$ cat src/rtl/sdtr_regs.svh
// timing counts and widths for the dram command-timing block
`ifndef SDTR_REGS_SVH
`define SDTR_REGS_SVH

`define SDTR_CLK_PERIOD_PS        8000
`define SDTR_ROW_ACTIVE_NS        40
`define SDTR_ROW_ACTIVE_CYC       ((`SDTR_ROW_ACTIVE_NS * 1000 + `SDTR_CLK_PERIOD_PS - 1) / `SDTR_CLK_PERIOD_PS)
`define SDTR_TERM_OFF_HALF_CLKS   5
`define SDTR_TERM_OFF_CYC         ((`SDTR_TERM_OFF_HALF_CLKS + 1) / 2)
`define SDTR_PREFETCH_BITS        4
`define SDTR_REFRESH_PER_WINDOW   8192
`define SDTR_REFRESH_CNT_W        13
`define SDTR_MAX_READ_LATENCY     8
`define SDTR_BANKS                4

`endif

$ cat src/rtl/sdtr_pkg.sv
// command and state types for the dram command-timing block
package sdtr_pkg;

  typedef enum logic [2:0] {
    SDTR_CMD_NOP    = 3'h0,
    SDTR_CMD_ACT    = 3'h1,
    SDTR_CMD_RD     = 3'h2,
    SDTR_CMD_WR     = 3'h3,
    SDTR_CMD_PRE    = 3'h4,
    SDTR_CMD_PREALL = 3'h5,
    SDTR_CMD_REF    = 3'h6
  } sdtr_cmd_e;

  typedef enum logic [1:0] {
    SDTR_BANK_IDLE    = 2'h0,
    SDTR_BANK_ACTIVE  = 2'h1,
    SDTR_BANK_PENDING = 2'h2
  } sdtr_bank_state_e;

endpackage

$ cat src/rtl/sdtr_bank_timer.sv
// per-bank row-active lockout with deferred internal precharge
`timescale 1ns/1ps
`include "sdtr_regs.svh"
module sdtr_bank_timer #(
  parameter int ROW_CYC = `SDTR_ROW_ACTIVE_CYC
) (
  input  wire logic clock,
  input  wire logic rst_b,
  input  wire logic clkEn,
  input  wire logic activate,
  input  wire logic autoPrecharge,
  input  wire logic prechargeCmd,
  output logic      bankOpen,
  output logic      lockoutActive,
  output logic      internalPrecharge
);
  import sdtr_pkg::*;

  localparam int CW = $clog2(ROW_CYC + 1);

  sdtr_bank_state_e state_r;
  sdtr_bank_state_e state_nxt;
  logic [CW-1:0]    rasCnt_r;
  logic [CW-1:0]    rasCnt_nxt;
  logic             preFire_r;
  logic             preFire_nxt;

  // row-active countdown and deferred precharge
  always_comb begin
    state_nxt   = state_r;
    rasCnt_nxt  = (rasCnt_r != '0) ? rasCnt_r - 1'b1 : rasCnt_r;
    preFire_nxt = 1'b0;
    unique case (state_r)
      SDTR_BANK_IDLE: begin
        if (activate) begin
          state_nxt  = SDTR_BANK_ACTIVE;
          rasCnt_nxt = CW'(ROW_CYC);
        end
      end
      SDTR_BANK_ACTIVE: begin
        if (prechargeCmd) begin
          state_nxt = SDTR_BANK_IDLE; // explicit close: spacing is the controller's duty
        end else if (autoPrecharge && rasCnt_r <= CW'(1)) begin
          state_nxt   = SDTR_BANK_IDLE;
          preFire_nxt = 1'b1;
        end else if (autoPrecharge) begin
          state_nxt = SDTR_BANK_PENDING;
        end
      end
      SDTR_BANK_PENDING: begin
        // hold the internal precharge until the row has been open long enough
        if (rasCnt_r <= CW'(1)) begin
          state_nxt   = SDTR_BANK_IDLE;
          preFire_nxt = 1'b1;
        end
      end
      default: begin
        state_nxt = SDTR_BANK_IDLE;
      end
    endcase
  end

  // frozen while clock enable is low
  always_ff @(posedge clock or negedge rst_b) begin
    if (!rst_b) begin
      state_r   <= SDTR_BANK_IDLE;
      rasCnt_r  <= '0;
      preFire_r <= 1'b0;
    end else if (clkEn) begin
      state_r   <= state_nxt;
      rasCnt_r  <= rasCnt_nxt;
      preFire_r <= preFire_nxt;
    end
  end

  assign bankOpen          = (state_r != SDTR_BANK_IDLE);
  assign lockoutActive     = (state_r == SDTR_BANK_PENDING);
  assign internalPrecharge = preFire_r;

  // lockout checks
  AST_NO_EARLY_PRECHARGE: assert property (@(posedge clock) disable iff (!rst_b)
    (clkEn && activate && state_r == SDTR_BANK_IDLE) |=> !preFire_r [*3])
    else $error("internal precharge fired inside row-active time");

  AST_PENDING_RESOLVES: assert property (@(posedge clock) disable iff (!rst_b || !clkEn)
    (state_r == SDTR_BANK_PENDING && rasCnt_r <= CW'(1)) |=> preFire_r && !bankOpen)
    else $error("pending precharge not issued when row time elapsed");

  COV_LOCKOUT_USED: cover property (@(posedge clock) disable iff (!rst_b)
    state_r == SDTR_BANK_PENDING ##[1:20] preFire_r);

endmodule

$ cat src/rtl/sdtr_device_timing.sv
// device-side command timing: refresh, auto-precharge lockout, read latency, termination turn-off
// Function
// - back-to-back refresh commands are accepted while clock enable is high
// - internal precharge held until row time met
// - read prefetched, data out after latency
// - termination removal begins 3 clocks after deassert (2.5 rounded up)
`timescale 1ns/1ps
`include "sdtr_regs.svh"
module sdtr_device_timing #(
  parameter int DQ_WIDTH = 4,
  parameter int ROW_CYC  = `SDTR_ROW_ACTIVE_CYC,
  parameter int MAX_LAT  = `SDTR_MAX_READ_LATENCY
) (
  input  wire logic                                    clock,
  input  wire logic                                    rst_b,
  input  wire logic                                    clkEn,
  input  wire logic                                    cmdValid,
  input  wire sdtr_pkg::sdtr_cmd_e                     cmdKind,
  input  wire logic [1:0]                              cmdBank,
  input  wire logic                                    cmdAutoPrecharge,
  input  wire logic [`SDTR_PREFETCH_BITS*DQ_WIDTH-1:0] arrayReadWord,
  input  wire logic [3:0]                              read_latency_clocks,
  input  wire logic                                    on_die_termination_control,
  output logic [`SDTR_BANKS-1:0]                       bankOpen,
  output logic [`SDTR_BANKS-1:0]                       bankLockout,
  output logic [`SDTR_BANKS-1:0]                       internalPrecharge,
  output logic                                         refreshAck,
  output logic [`SDTR_REFRESH_CNT_W-1:0]               refreshCount,
  output logic                                         readValid,
  output logic [`SDTR_PREFETCH_BITS*DQ_WIDTH-1:0]      readData,
  output logic                                         terminationOn
);
  import sdtr_pkg::*;

  localparam int WW = `SDTR_PREFETCH_BITS * DQ_WIDTH;
  localparam int TW = $clog2(`SDTR_TERM_OFF_CYC + 1);

  // command decode, shared by every bank
  function automatic logic hit(input sdtr_cmd_e kind, input logic [1:0] bank,
                               input sdtr_cmd_e want, input int idx);
    hit = cmdValid && (kind == want) && (bank == 2'(idx));
  endfunction

  // per-bank lockout timers
  genvar gb;
  generate
    for (gb = 0; gb < `SDTR_BANKS; gb++) begin : g_bank
      logic accessAp;
      assign accessAp = cmdAutoPrecharge && (hit(cmdKind, cmdBank, SDTR_CMD_RD, gb) ||
                                             hit(cmdKind, cmdBank, SDTR_CMD_WR, gb));
      sdtr_bank_timer #(
        .ROW_CYC (ROW_CYC)
      ) u_timer (
        .clock             (clock),
        .rst_b             (rst_b),
        .clkEn             (clkEn),
        .activate          (hit(cmdKind, cmdBank, SDTR_CMD_ACT, gb)),
        .autoPrecharge     (accessAp),
        .prechargeCmd      (hit(cmdKind, cmdBank, SDTR_CMD_PRE, gb) ||
                            (cmdValid && cmdKind == SDTR_CMD_PREALL)),
        .bankOpen          (bankOpen[gb]),
        .lockoutActive     (bankLockout[gb]),
        .internalPrecharge (internalPrecharge[gb])
      );
    end
  endgenerate

  // refresh: no minimum spacing, so a burst is taken one per cycle
  logic                           refAck_r;
  logic                           refAck_nxt;
  logic [`SDTR_REFRESH_CNT_W-1:0] refCnt_r;
  logic [`SDTR_REFRESH_CNT_W-1:0] refCnt_nxt;

  always_comb begin
    refAck_nxt = cmdValid && (cmdKind == SDTR_CMD_REF);
    refCnt_nxt = refAck_nxt ? refCnt_r + 1'b1 : refCnt_r; // wraps after a full window of rows
  end

  always_ff @(posedge clock or negedge rst_b) begin
    if (!rst_b) begin
      refAck_r <= 1'b0;
      refCnt_r <= '0;
    end else if (clkEn) begin
      refAck_r <= refAck_nxt;
      refCnt_r <= refCnt_nxt;
    end
  end

  assign refreshAck   = refAck_r;
  assign refreshCount = refCnt_r;

  // read latency line: entry lands at slot latency-1 and drains to slot 0,
  // so the output is always a flop and no wide mux sits on it
  logic [WW-1:0]      pipeData_r [MAX_LAT];
  logic [WW-1:0]      pipeData_nxt [MAX_LAT];
  logic [MAX_LAT-1:0] pipeValid_r;
  logic [MAX_LAT-1:0] pipeValid_nxt;
  logic               readHit;
  logic [3:0]         latClamped;

  always_comb begin
    readHit    = cmdValid && (cmdKind == SDTR_CMD_RD);
    latClamped = (read_latency_clocks == 4'h0) ? 4'h1 :
                 (read_latency_clocks > 4'(MAX_LAT)) ? 4'(MAX_LAT) : read_latency_clocks;
    for (int i = 0; i < MAX_LAT; i++) begin
      pipeData_nxt[i]  = (i + 1 < MAX_LAT) ? pipeData_r[(i + 1) % MAX_LAT] : '0;
      pipeValid_nxt[i] = (i + 1 < MAX_LAT) ? pipeValid_r[(i + 1) % MAX_LAT] : 1'b0;
      if (readHit && (4'(i) == latClamped - 4'h1)) begin
        pipeData_nxt[i]  = arrayReadWord;
        pipeValid_nxt[i] = 1'b1;
      end
    end
  end

  always_ff @(posedge clock or negedge rst_b) begin
    if (!rst_b) begin
      for (int i = 0; i < MAX_LAT; i++) begin
        pipeData_r[i] <= '0;
      end
      pipeValid_r <= '0;
    end else if (clkEn) begin
      for (int i = 0; i < MAX_LAT; i++) begin
        pipeData_r[i] <= pipeData_nxt[i];
      end
      pipeValid_r <= pipeValid_nxt;
    end
  end

  assign readValid = pipeValid_r[0];
  assign readData  = pipeData_r[0];

  // termination pin synchroniser: a change counts when stages two and three agree
  logic          termS1_r;
  logic          termS2_r;
  logic          termS3_r;
  logic          termLevel_r;
  logic          termLevel_nxt;
  logic          termOn_r;
  logic          termOn_nxt;
  logic [TW-1:0] termCnt_r;
  logic [TW-1:0] termCnt_nxt;

  // half-clock of the delay is rounded up to a whole cycle; duty cycle cannot be seen here
  always_comb begin
    termLevel_nxt = (termS2_r == termS3_r) ? termS3_r : termLevel_r;
    termOn_nxt    = termOn_r;
    termCnt_nxt   = termCnt_r;
    if (termLevel_nxt) begin
      termOn_nxt  = 1'b1;
      termCnt_nxt = '0;
    end else if (termLevel_r) begin
      termCnt_nxt = TW'(`SDTR_TERM_OFF_CYC);
    end else if (termCnt_r != '0) begin
      termCnt_nxt = termCnt_r - 1'b1;
      if (termCnt_r == TW'(1)) begin
        termOn_nxt = 1'b0;
      end
    end
  end

  always_ff @(posedge clock or negedge rst_b) begin
    if (!rst_b) begin
      termS1_r    <= 1'b0;
      termS2_r    <= 1'b0;
      termS3_r    <= 1'b0;
      termLevel_r <= 1'b0;
      termOn_r    <= 1'b0;
      termCnt_r   <= '0;
    end else if (clkEn) begin
      termS1_r    <= on_die_termination_control;
      termS2_r    <= termS1_r;
      termS3_r    <= termS2_r;
      termLevel_r <= termLevel_nxt;
      termOn_r    <= termOn_nxt;
      termCnt_r   <= termCnt_nxt;
    end
  end

  assign terminationOn = termOn_r;

  // checks
  AST_REFRESH_BURST: assert property (@(posedge clock) disable iff (!rst_b || !clkEn)
    (cmdValid && cmdKind == SDTR_CMD_REF) |=> refreshAck && refreshCount == $past(refreshCount) + 1'b1)
    else $error("refresh command not accepted");

  AST_READ_LAT3: assert property (@(posedge clock) disable iff (!rst_b || !clkEn)
    (readHit && read_latency_clocks == 4'h3) |-> ##3 (readValid && readData == $past(arrayReadWord, 3)))
    else $error("read data not presented at programmed latency");

  AST_READ_NOT_EARLY: assert property (@(posedge clock) disable iff (!rst_b || !clkEn)
    (readHit && read_latency_clocks == 4'h4 && pipeValid_r == '0) |=> !readValid [*3])
    else $error("read data appeared before latency");

  AST_TERM_OFF_DELAY: assert property (@(posedge clock) disable iff (!rst_b || !clkEn)
    ($fell(termLevel_r) && termOn_r) |-> (termOn_r && !termLevel_r) [*3] ##1 !termOn_r or
    ##[1:3] termLevel_r)
    else $error("termination turn-off delay wrong");

  COV_REFRESH_BURST: cover property (@(posedge clock) disable iff (!rst_b)
    refreshAck [*4]);
  COV_READ: cover property (@(posedge clock) disable iff (!rst_b)
    readHit ##[1:8] readValid);
  COV_TERM_OFF: cover property (@(posedge clock) disable iff (!rst_b)
    $fell(terminationOn));

endmodule

$ cat config.mk
export PLATFORM = sky130hd
export DESIGN_NAME = sdtr_device_timing
export DESIGN_NICKNAME = d
export VERILOG_FILES = /design/src/rtl/sdtr_pkg.sv /design/src/rtl/sdtr_bank_timer.sv /design/src/rtl/sdtr_device_timing.sv
export VERILOG_INCLUDE_DIRS = /design/src /design/src/rtl
export SDC_FILE = /design/constraint.sdc
export NUM_CORES = 1
export LEC_CHECK = 0
export BUFFER_PORTS_ARGS = -buffer_cell sky130_fd_sc_hd__buf_2
export CAP_MARGIN = 40
export CORE_MARGIN = 2
export CORE_UTILIZATION = 65
export DETAILED_ROUTE_END_ITERATION = 10
export PLACE_DENSITY = 0.94
export SLEW_MARGIN = 40
export SYNTH_ARGS = -nofsm -noshare
export SYNTH_HDL_FRONTEND = slang
export SYNTH_HIERARCHICAL = 1
export SYNTH_SLANG_ARGS = --single-unit
$ cat constraint.sdc
create_clock -name clock -period 2.7 [get_ports clock]
set_input_delay 0.54 -clock clock [delete_from_list [all_inputs] [get_ports clock]]
set_output_delay 0.54 -clock clock [all_outputs]
set_load 0.01 [all_outputs]
# ---- Word-level counts from Yosys, hierarchy flattened
# Cells that the tools add are included.
dict set report op_classes {
  eq_ne 39
  reduce_logical 72
  order_cmp 5
  addsub 7
  n_mux 78
}
# operator n
set ops {}
lappend ops {{$mux W16} 8}
lappend ops {{$mux W2} 23}
lappend ops {{$logic_and A1 B1 Y1} 38}
lappend ops {{$mux W3} 12}
lappend ops {{$mux W1} 25}
lappend ops {{$pmux W2 S3} 4}
lappend ops {{$reduce_and A4 Y1} 5}
lappend ops {{$eq A3 B4 Y1 const A} 4}
lappend ops {{$ne A4 B1 Y1 const B} 4}
lappend ops {{$reduce_bool A3 Y1} 5}
lappend ops {{$reduce_bool A2 Y1} 7}
lappend ops {{$add A13 B1 Y13 const B} 1}
lappend ops {{$eq A2 B1 Y1 const B} 6}
lappend ops {{$eq A2 B2 Y1 const B} 6}
lappend ops {{$le A3 B1 Y1 const B} 4}
lappend ops {{$sub A3 B1 Y3 const B} 4}
lappend ops {{$logic_not A2 Y1} 5}
lappend ops {{$ne A2 B1 Y1 const B} 5}
lappend ops {{$eq A3 B3 Y1 const B} 3}
lappend ops {{$eq A2 B4 Y1 const A} 2}
lappend ops {{$logic_not A4 Y1} 2}
lappend ops {{$logic_or A1 B1 Y1} 8}
lappend ops {{$mux W4} 2}
lappend ops {{$ne A2 B2 Y1 const B} 4}
lappend ops {{9 further kinds} 14}
dict set report word_totals {
  regBits 181
  out_inout_bits 44
}

# ---- Depth between registers and ports, before layout
# Gate-level depths: netlist of run 1.
dict set report logic_depth {
  word_depth 9
  mapped_depth 7
}

# ---- By module
# Netlist of run 1, hierarchy kept.
# module seq_area_each_um2 area_per_inst_um2 instances cells_each
set modules_own_cells {}
lappend modules_own_cells {sdtr_device_timing 3928.8 7350.8 1 699}
lappend modules_own_cells {sdtr_bank_timer 150.1 427.9 4 46}

# ---- Worst setup path after synthesis of run 1
# OpenSTA, ideal clock, no wires.
dict set report synth_path {
  path_kind {in2reg}
  from {input port cmdBank[1]}
  to {register g_bank[0].u_timer.state_r[0]}
  stages 5
  path_slack_ns 0.918
  t_arrival_ns 1.655
  path_cell_list {or2_2 -> a211oi_1 -> nand2b_1 -> o2111ai_1 -> mux2_1}
}
dict set report synth_via {
  elab_chain_len 8
}
# item line
set synth_rtl {}
lappend synth_rtl {{start: declaration} sdtr_device_timing.sv:19} ;# input wire logic [1:0] cmdBank,
lappend synth_rtl {{$logic_not A2 Y1 *} sdtr_device_timing.sv:41} ;# hit = cmdValid && (kind == want) && (bank == 2'(idx));
lappend synth_rtl {{$logic_and A1 B1 Y1} sdtr_device_timing.sv:41}
lappend synth_rtl {{$logic_or A1 B1 Y1} sdtr_device_timing.sv:49} ;# assign accessAp = cmdAutoPrecharge && (hit(cmdKind, cmdBank, SDTR_CMD_RD, gb) ||
lappend synth_rtl {{$logic_and A1 B1 Y1} sdtr_device_timing.sv:49}
lappend synth_rtl {{$logic_and A1 B1 Y1} sdtr_bank_timer.sv:43} ;# end else if (autoPrecharge && rasCnt_r <= CW'(1)) begin
lappend synth_rtl {{$mux W2} sdtr_bank_timer.sv:43}
lappend synth_rtl {{$mux W2} sdtr_bank_timer.sv:41} ;# if (prechargeCmd) begin
lappend synth_rtl {{$pmux W2 S3} sdtr_bank_timer.sv:33} ;# unique case (state_r)
lappend synth_rtl {{end signal: assignment} sdtr_bank_timer.sv:70} ;# state_r <= state_nxt;
lappend synth_rtl {{end: declaration} sdtr_bank_timer.sv:21} ;# sdtr_bank_state_e state_r;
# Mark *: on every way between the ends. The rest lies on a longest branch, timed or not.
# A chain may end at the register's enable or synchronous reset.

# ---- Worst setup path after layout of run 1
dict set report layout_path {
  from {register g_bank[3].u_timer.state_r[0]}
  to {output port bankLockout[3]}
}
dict set report layout_via {
  elab_chain_len 1
}
# item line
set layout_rtl {}
lappend layout_rtl {{start: declaration} sdtr_bank_timer.sv:21}
lappend layout_rtl {{start signal: assignment} sdtr_bank_timer.sv:70}
lappend layout_rtl {{$eq A2 B2 Y1} sdtr_bank_timer.sv:77} ;# assign lockoutActive = (state_r == SDTR_BANK_PENDING);
lappend layout_rtl {{end: declaration} sdtr_device_timing.sv:25} ;# output logic [`SDTR_BANKS-1:0] bankLockout,
# No other way between the ends.

==> results.py, run 1 <==
metrics = {
    "run_status": {
        "status": "finished clean",
    },
    "die": {
        "coreArea_mm2": 0.0138,
        "num_io_pins": 75,
        "die_w_um": 122,
        "rows": 43,
        "die_area_mm2": 0.0149,
        "dieHeight_um": 122,
        "initial_core_util_pct": 65.8,
    },
    "timing": {
        "skew_ns": 0.00561,
        "final_max_slew_viol_count": 0,
        "worstMarginPinSlew_ns": 0.594,
        "rsz0062_at_grt": "false",
        "setup_tns_ns": 0,
        "setup_viol": 0,
        "finalCritPeriodShare_pct": 71.7,
        "hold_violations": 0,
        "holdWs_ns": 0.0639,
        "fmax_ghz": 0.517,
        "setup_slack_ns": 0.765,
        "max_slew_margin_pct": 60.4,
        "fin_crit_ns": 1.93,
    },
    "worst_setup_path": {
        "cp-end-kind": "primary output",
        "reg2reg_depth": 5,
        "critPathKind": "register to primary output",
        "worst_setup_path_start_kind": "register",
        "path_cells": "inv_1, ha_1, buf_2",
        "slowest_stage": "dfrtp_1",
        "arrival_ns": 1.39,
        "timing.rr.end": "g_bank[2].u_timer/state_r[0]",
        "regToRegSetupSlack_ns": 1.15,
        "cp-endpoint": "bankLockout[3]",
        "worstSetupStartpoint": "g_bank[3].u_timer/state_r[0]",
        "crit_required_ns": 2.16,
        "rr_startpoint": "g_bank[2].u_timer/state_r[1]",
        "worstPathMaxFanout": 4,
        "critPathMaxStageDelay_ns": 0.40,
    },
    "placement": {
        "preCtsSetupSlack_ns": 0.721,
        "place_hpwl_um": 12000,
        "place_congestion": 0.899,
        "place_inst": 1077,
        "port_buffers": 74,
    },
    "global_routing": {
        "grt_use_met3_pct": 6.09,
        "grt_busiest_layer": "met2",
        "grtUsageMet1_pct": 33.9,
        "grt_max_degree": 71,
        "grt_remaining_overflow": 0,
        "grt_use_met2_pct": 44.5,
        "grt_pass1_vias": 6558,
        "grt_use_total_pct": 26.8,
        "grt_pass1_wl_um": 31200,
        "antenna_found_initial": 1,
    },
    "routing": {
        "vias_per_cell": 5.97,
        "detail_route.iter0.violations": 572,
        "drcViolationCount": 0,
        "avgRoutedWirePerCell_um": 17.3,
        "vias": 6617,
        "first_pass_iters": 5,
        "antenna_left": 0,
        "postRouteWirelength_um": 19200,
    },
    "finish": {
        "area_growth_pct": 9.60,
        "regArea_mm2": 0.00453,
        "final_net_count": 978,
        "fill_cells": 867,
        "diodes": 0,
        "layout.cells.non_filler": 1109,
        "multi_input_area_mm2": 0.00385,
        "drive_above_1_share_pct": 15.5,
    },
    "synthesis": {
        "synth_nets": 945,
        "ys_seq_area_share_pct": 50.0,
        "yosysWarnings": 6,
        "synth_area_mm2": 0.00906,
        "syn_avg_cell_area_um2": 10.3,
        "yosysUniqueCellTypes": 47,
        "yosys_register_bits": 181,
        "syn-instance-count": 883,
    },
    "pwr": {
        "power.total_mw": 7.52,
        "peakVddDrop_mv": 0.692,
        "p_per_area_mw_per_mm2": 757,
        "leakagePower_nw": 5.18,
    },
    "clock_tree": {
        "cts_setup_buffers": 0,
        "cts_root_buf": "clkbuf_16",
        "h-tree-depth": 4,
        "cts-resized-gates": 0,
        "cts_buffers": 17,
        "clk_pin_slew_ns": 0.07,
        "max-clock-path-buffers": 2,
        "cts_sinks": 181,
        "cts-hold-fix-buffers": 0,
        "cts_tree": "yes",
        "clk_latency_ns": 0.43,
    },
    "flow_run": {
        "max-cap-violations": 0,
    },
    "hold_path": {
        "hold_path.class": "input pin to async pin",
    },
}
## placed cells by master (no fill, tap or decap), types with 3 or more instances in the layout
cell type | Yosys | final
and2_1 | 4 | 4
nand2b_1 | 15 | 15
nand2_1 | 13 | 13
ha_1 | 31 | 31
nor3_1 | 5 | 5
nor2_1 | 131 | 131
o32ai_1 | 4 | 4
nand4b_1 | 4 | 4
or2_1 | 4 | 4
mux2i_1 | 113 | 113
o21ai_2 | 4 | 4
a31oi_1 | 11 | 11
o21ai_0 | 23 | 23
nand4_1 | 5 | 5
buf_12 | 2 | 3
a211oi_1 | 4 | 4
a41oi_1 | 4 | 4
inv_6 | 0 | 3
clkinvlp_4 | 0 | 4
o2111ai_1 | 4 | 4
a22o_1 | 16 | 16
inv_8 | 0 | 6
a21oi_1 | 114 | 114
buf_2 | 4 | 72
clkbuf_16 | 0 | 17
xnor2_1 | 9 | 9
and3_2 | 5 | 5
mux2_1 | 4 | 4
nand3_1 | 7 | 7
buf_4 | 19 | 15
o22ai_1 | 4 | 4
a21o_2 | 4 | 4
nor2b_1 | 11 | 11
inv_1 | 52 | 52
mux2_2 | 4 | 4
dfrtp_1 | 181 | 181
xor2_1 | 3 | 3
## worst max-delay path, delay by kind of cell, from the launching register on
kind | cells | cell delay [ns]
DFF | 1 | 0.40
buffers and inverters | 2 | 0.28
adders and majority gates | 1 | 0.28
## synth_stat cells (all sizes together)
cell type	instances	area share (%)
a211oi	4	0.33
a21o	6	0.55
a21oi	114	6.3
a22o	16	1.5
a22oi	1	0.083
a31oi	11	0.76
a41oi	4	0.39
and2	4	0.28
and2b	1	0.097
and3	6	0.48
and4	1	0.097
and4bb	1	0.14
buf	35	3.6
clkbuf	43	1.8
dfrtp	181	50
ha	31	4.3
inv	52	2.2
maj3	1	0.11
mux2	8	0.99
mux2i	113	12
nand2	13	0.54
nand2b	15	1.0
nand3	7	0.39
nand3b	2	0.17
nand4	5	0.35
nand4b	4	0.39
nor2	131	5.4
nor2b	11	0.76
nor3	5	0.28
o2111ai	4	0.39
o21ai	27	1.7
o22ai	4	0.28
o32ai	4	0.39
or2	5	0.35
or3	1	0.069
xnor2	9	0.87
xor2	3	0.29
## final cells by class
| class | count | share of cell area (%) |
|---|---|---|
| clock buffer | 18 | 4.42 |
| clock inverter | 14 | 1.34 |
| tap | 180 | 2.27 |
| sequential | 181 | 45.6 |
| multi-input combinational | 572 | 38.8 |
| timing repair buffer | 92 | 5.62 |
| inverter | 52 | 1.97 |
## registers in the layout (all words and copies together), names as in the netlist
name / count
g_bank.u_timer/state_r: 8
g_bank.u_timer/internalPrecharge: 4
g_bank.u_timer/rasCnt_r: 12
readData: 16
termS2_r: 1
termCnt_r: 2
terminationOn: 1
termS1_r: 1
pipeData_r: 112
termS3_r: 1
refreshCount: 13
pipeValid_r: 8
refreshAck: 1
termLevel_r: 1
## worst min-delay path by stage
stage	start	to	slack (ns)	cells after the start
finish	rst_b	g_bank[1].u_timer/state_r[1]	0.06	1
global route	rst_b	g_bank[1].u_timer/state_r[0]	0.11	1
CTS	rst_b	g_bank[1].u_timer/state_r[1]	0.09	1
detailed placement	terminationOn	terminationOn	0.47	2
global placement	refreshAck	refreshAck	0.46	1
floorplan	rst_b	g_bank[0].u_timer/internalPrecharge	0.24	0
## metrics by stage
stage	utilization, %	area (um2)
finish	72.1	9930
global route	72.1	9930
CTS	72.1	9930
detailed placement	68.0	9360
global placement	68.0	9360
floorplan	-	9060
## kinds of logic after synthesis
group | count (synthesis) | synth area share, %
xor+xnor | 12 | 1.16
simple gates | 212 | 10.8
buf+inv | 130 | 7.51
mux | 121 | 13.5
flops | 181 | 50.0
compound gates | 195 | 12.7
fa+ha+maj | 32 | 4.39
## per-layer routing
layer | wire length (um) | up-vias
li1 | - | 3080
met1 | 8120 | 3256
met2 | 9520 | 236
met3 | 1090 | 45
met4 | 435 | 0
met5 | 0 | -
## power by group
group	total (mW)	internal (mW)	switching, mW
registers	3.42	3.13	0.299
clock network	2.39	1.25	1.14
logic	1.71	0.736	0.975
Power figures use the tool's default switching activity.
==> run 2: changes to the inputs <==
--- a/config.mk
+++ b/config.mk
@@ -6,12 +6,13 @@
 export SDC_FILE = /design/constraint.sdc
 export NUM_CORES = 1
 export LEC_CHECK = 0
+export ABC_AREA = 1
 export BUFFER_PORTS_ARGS = -buffer_cell sky130_fd_sc_hd__buf_2
 export CAP_MARGIN = 40
 export CORE_MARGIN = 2
-export CORE_UTILIZATION = 65
+export CORE_UTILIZATION = 61
 export DETAILED_ROUTE_END_ITERATION = 10
-export PLACE_DENSITY = 0.94
+export PLACE_DENSITY = 0.89
 export SLEW_MARGIN = 40
 export SYNTH_ARGS = -nofsm -noshare
 export SYNTH_HDL_FRONTEND = slang
==> constraint.sdc (replaced) <==
create_clock -name clock -period 2 [get_ports clock]
set_input_delay 0.4 -clock clock [delete_from_list [all_inputs] [get_ports clock]]
set_output_delay 0.4 -clock clock [all_outputs]
set_load 0.01 [all_outputs]
==> run 2 against run 1 <==
Clock skew rose by 0.00073 ns. Synthesized cell count rose by 50%. Register-to-register slack got worse by 0.64 ns. First-iteration DRC count rose by 72%. Hold slack improved by 0.10 ns. Flip-flop and latch count did not move. Final area rose by 11%. Die area rose by 14%. Final cell count rose by 45%. Via count rose by 30%. Clock power rose by 50%. Critical endpoint is now bankOpen[2].
==> results.py, run 2 <==
metrics = {
    "run_status": {
        "status": "finished clean",
    },
    "hold_path": {
        "hold_path.class": "input pin to register",
    },
    "synthesis": {
        "synth_ff_type": "dfrtp_1",
        "synthTopCellsByArea": "dfrtp_1, nand2_1, inv_1",
        "synth.most_common_cell": "nand2_1",
        "synth_async_sr_flop_share_pct": 100,
        "yosys.area.top_type": "dfrtp_1",
        "yosysWarnings": 6,
        "synth_common_cells": "nand2_1, dfrtp_1, inv_1",
        "yosys_register_bits": 181,
        "yosysUniqueCellTypes": 31,
        "synth_nets": 1383,
        "syn_avg_cell_area_um2": 7.40,
        "synth_area_mm2": 0.00977,
        "synth-edff-count": 0,
        "syn-instance-count": 1321,
        "synth.top_cell.area_share_pct": 46.3,
        "ys_seq_area_share_pct": 46.3,
    },
    "finish": {
        "diodes": 0,
        "largest_reg_flops": 112,
        "utilization_pct": 69.7,
        "layout.cells.non_filler": 1604,
        "layout_common_cells": "nand2_1, dfrtp_1, inv_1",
        "mostFrequentLayoutCell": "nand2_1",
        "fill_cells": 1237,
        "final_net_count": 1437,
        "area_growth_pct": 12.4,
        "regMostFlops": "pipeData_r",
        "drive_above_1_share_pct": 12.5,
    },
    "timing": {
        "max_slew_margin_pct": 60.3,
        "hold_violations": 0,
        "setup_tns_ns": 0,
        "final_max_slew_viol_count": 0,
        "setup_viol": 0,
        "fin_crit_ns": 1.80,
        "rsz0062_at_grt": "false",
        "skew_ns": 0.00634,
        "worstMarginPinSlew_ns": 0.596,
        "finalCritPeriodShare_pct": 89.9,
        "fmax_ghz": 0.556,
    },
    "placement": {
        "place_hpwl_um": 15200,
        "place_inst": 1571,
        "place_congestion": 0.865,
        "port_buffers": 74,
    },
    "clock_tree": {
        "cts_sinks": 181,
        "h-tree-depth": 4,
        "clk_latency_ns": 0.43,
        "max-clock-path-buffers": 2,
        "clk_pin_slew_ns": 0.07,
        "cts_tree": "yes",
        "cts_root_buf": "clkbuf_16",
        "cts-resized-gates": 0,
        "cts_buffers": 17,
    },
    "worst_setup_path": {
        "worst-path-stages": 4,
        "regToRegSetupSlack_ns": 0.51,
        "arrival_ns": 1.40,
        "worstSetupStartpoint": "g_bank[2].u_timer/state_r[0]",
        "crit_buf_inv": 3,
        "rr_startpoint": "refreshCount[0]",
        "worstPathMaxFanout": 4,
        "critPathKind": "register to primary output",
        "worst_setup_path_start_kind": "register",
        "path_cells": "inv_1, ha_1, inv_1, buf_2",
        "reg2reg_depth": 7,
        "critPathMaxStageDelay_ns": 0.40,
        "slowest_stage": "dfrtp_1",
        "timing.rr.end": "refreshCount[8]",
        "critPathTopFamily": "flip-flops",
        "crit_required_ns": 1.60,
        "cp-end-kind": "primary output",
        "crit_top_cell": "inv_1",
        "cp-endpoint": "bankOpen[2]",
    },
    "die": {
        "coreArea_mm2": 0.0158,
        "rows": 46,
        "dieHeight_um": 131,
        "die_area_mm2": 0.0170,
        "num_io_pins": 75,
        "initial_core_util_pct": 62.0,
        "die_w_um": 131,
    },
    "global_routing": {
        "grt_use_total_pct": 28.5,
        "grt_max_degree": 107,
        "grt_remaining_overflow": 0,
        "grt_pass1_vias": 8066,
        "antenna_found_initial": 0,
        "grt_pass1_wl_um": 38300,
    },
    "flow_run": {
        "max-cap-violations": 0,
    },
    "routing": {
        "postRouteWirelength_um": 23100,
        "vias_per_cell": 5.38,
        "vias": 8630,
        "avgRoutedWirePerCell_um": 14.4,
        "detail_route.iter0.violations": 981,
        "drcViolationCount": 0,
        "antenna_left": 0,
        "first_pass_iters": 5,
    },
    "pwr": {
        "leakagePower_nw": 6.05,
        "p_per_area_mw_per_mm2": 941,
        "peakVddDrop_mv": 0.726,
    },
}
==> run 2: metrics by stage <==
| step | cell area [um2] | setup WS, ns | power (mW) | hold WS (ns) |
|---|---|---|---|---|
| 6_report | 11000 | 0.201 | 10.3 | 0.166 |
| 5_1_grt | 11000 | 0.107 | 11.0 | 0.176 |
| 4_1_cts | 11000 | 0.187 | 10.4 | 0.163 |
| 3_5_place_dp | 10300 | 0.263 | 6.82 | 0.366 |
| 3_3_place_gp | 10300 | 0.319 | 6.66 | 0.360 |
| 2_1_floorplan | 9770 | 0.575 | 6.07 | 0.104 |
==> run 2: report_power, final <==
| part | switching [mW] | internal [mW] | total (mW) |
|---|---|---|---|
| combinational | 1.48 | 0.879 | 2.36 |
| sequential | 0.326 | 4.08 | 4.41 |
| clock | 1.44 | 2.14 | 3.58 |
==> run 2: what timing repair did <==
item	in CTS	in global routing
endpoints found under the hold margin	39	0
setup buffers	0	0
hold buffers	1	0
endpoints found under the setup margin	0	0
==> run 2: layout make-up <==
| cell class | count | area (um2) | area share [%] |
|---|---|---|---|
| Sequential cell | 181 | 4530 | 41.2 |
| Clock buffer | 22 | 494 | 4.50 |
| Tap cell | 216 | 270 | 2.46 |
| Clock inverter | 10 | 141 | 1.29 |
| Timing Repair Buffer | 102 | 667 | 6.07 |
| Multi-Input combinational cell | 891 | 4200 | 38.2 |
| Inverter | 182 | 684 | 6.23 |
==> run 2: kinds of logic (layout without fill, tap and decap cells) <==
| kind of cell | after synthesis | count (layout) | synth area share [%] |
|---|---|---|---|
| AND/OR/NAND/NOR | 708 | 708 | 30.5 |
| adder cells (fa/ha/maj) | 31 | 31 | 3.97 |
| buffers and inverters | 249 | 316 | 10.7 |
| AO/OA/AOI/OAI | 140 | 140 | 7.41 |
| XOR/XNOR | 12 | 12 | 1.08 |
| flip-flops | 181 | 181 | 46.3 |
==> run 2: worst min path at each step <==
stage / startpoint / endpoint / slack, ns / cells after the start
after global routing: on_die_termination_control / termS1_r / 0.18 / 3
after global placement: rst_b / g_bank[3].u_timer/state_r[0] / 0.36 / 1
after floorplan: rst_b / g_bank[0].u_timer/internalPrecharge / 0.10 / 0
final: on_die_termination_control / termS1_r / 0.17 / 3
after CTS: on_die_termination_control / termS1_r / 0.16 / 3
after detailed placement: rst_b / g_bank[3].u_timer/state_r[0] / 0.37 / 1
==> run 2: routing by layer <==
layer  vias up  track usage, %  part of all wire, %  wire length (um)
li1       4165               -                    -                 -
met1      4067            38.9                   43              9850
met4         0            12.3                  2.4               561
met5         -               0                    0                 0
met3        60            5.09                  6.4              1480
met2       338            45.4                   49             11300
==> run 2: tightest hold or removal path, stage by stage <==
cell	delay [ns]
buf_2	0.08
nand2_1	0.04
nand2_1	0.05
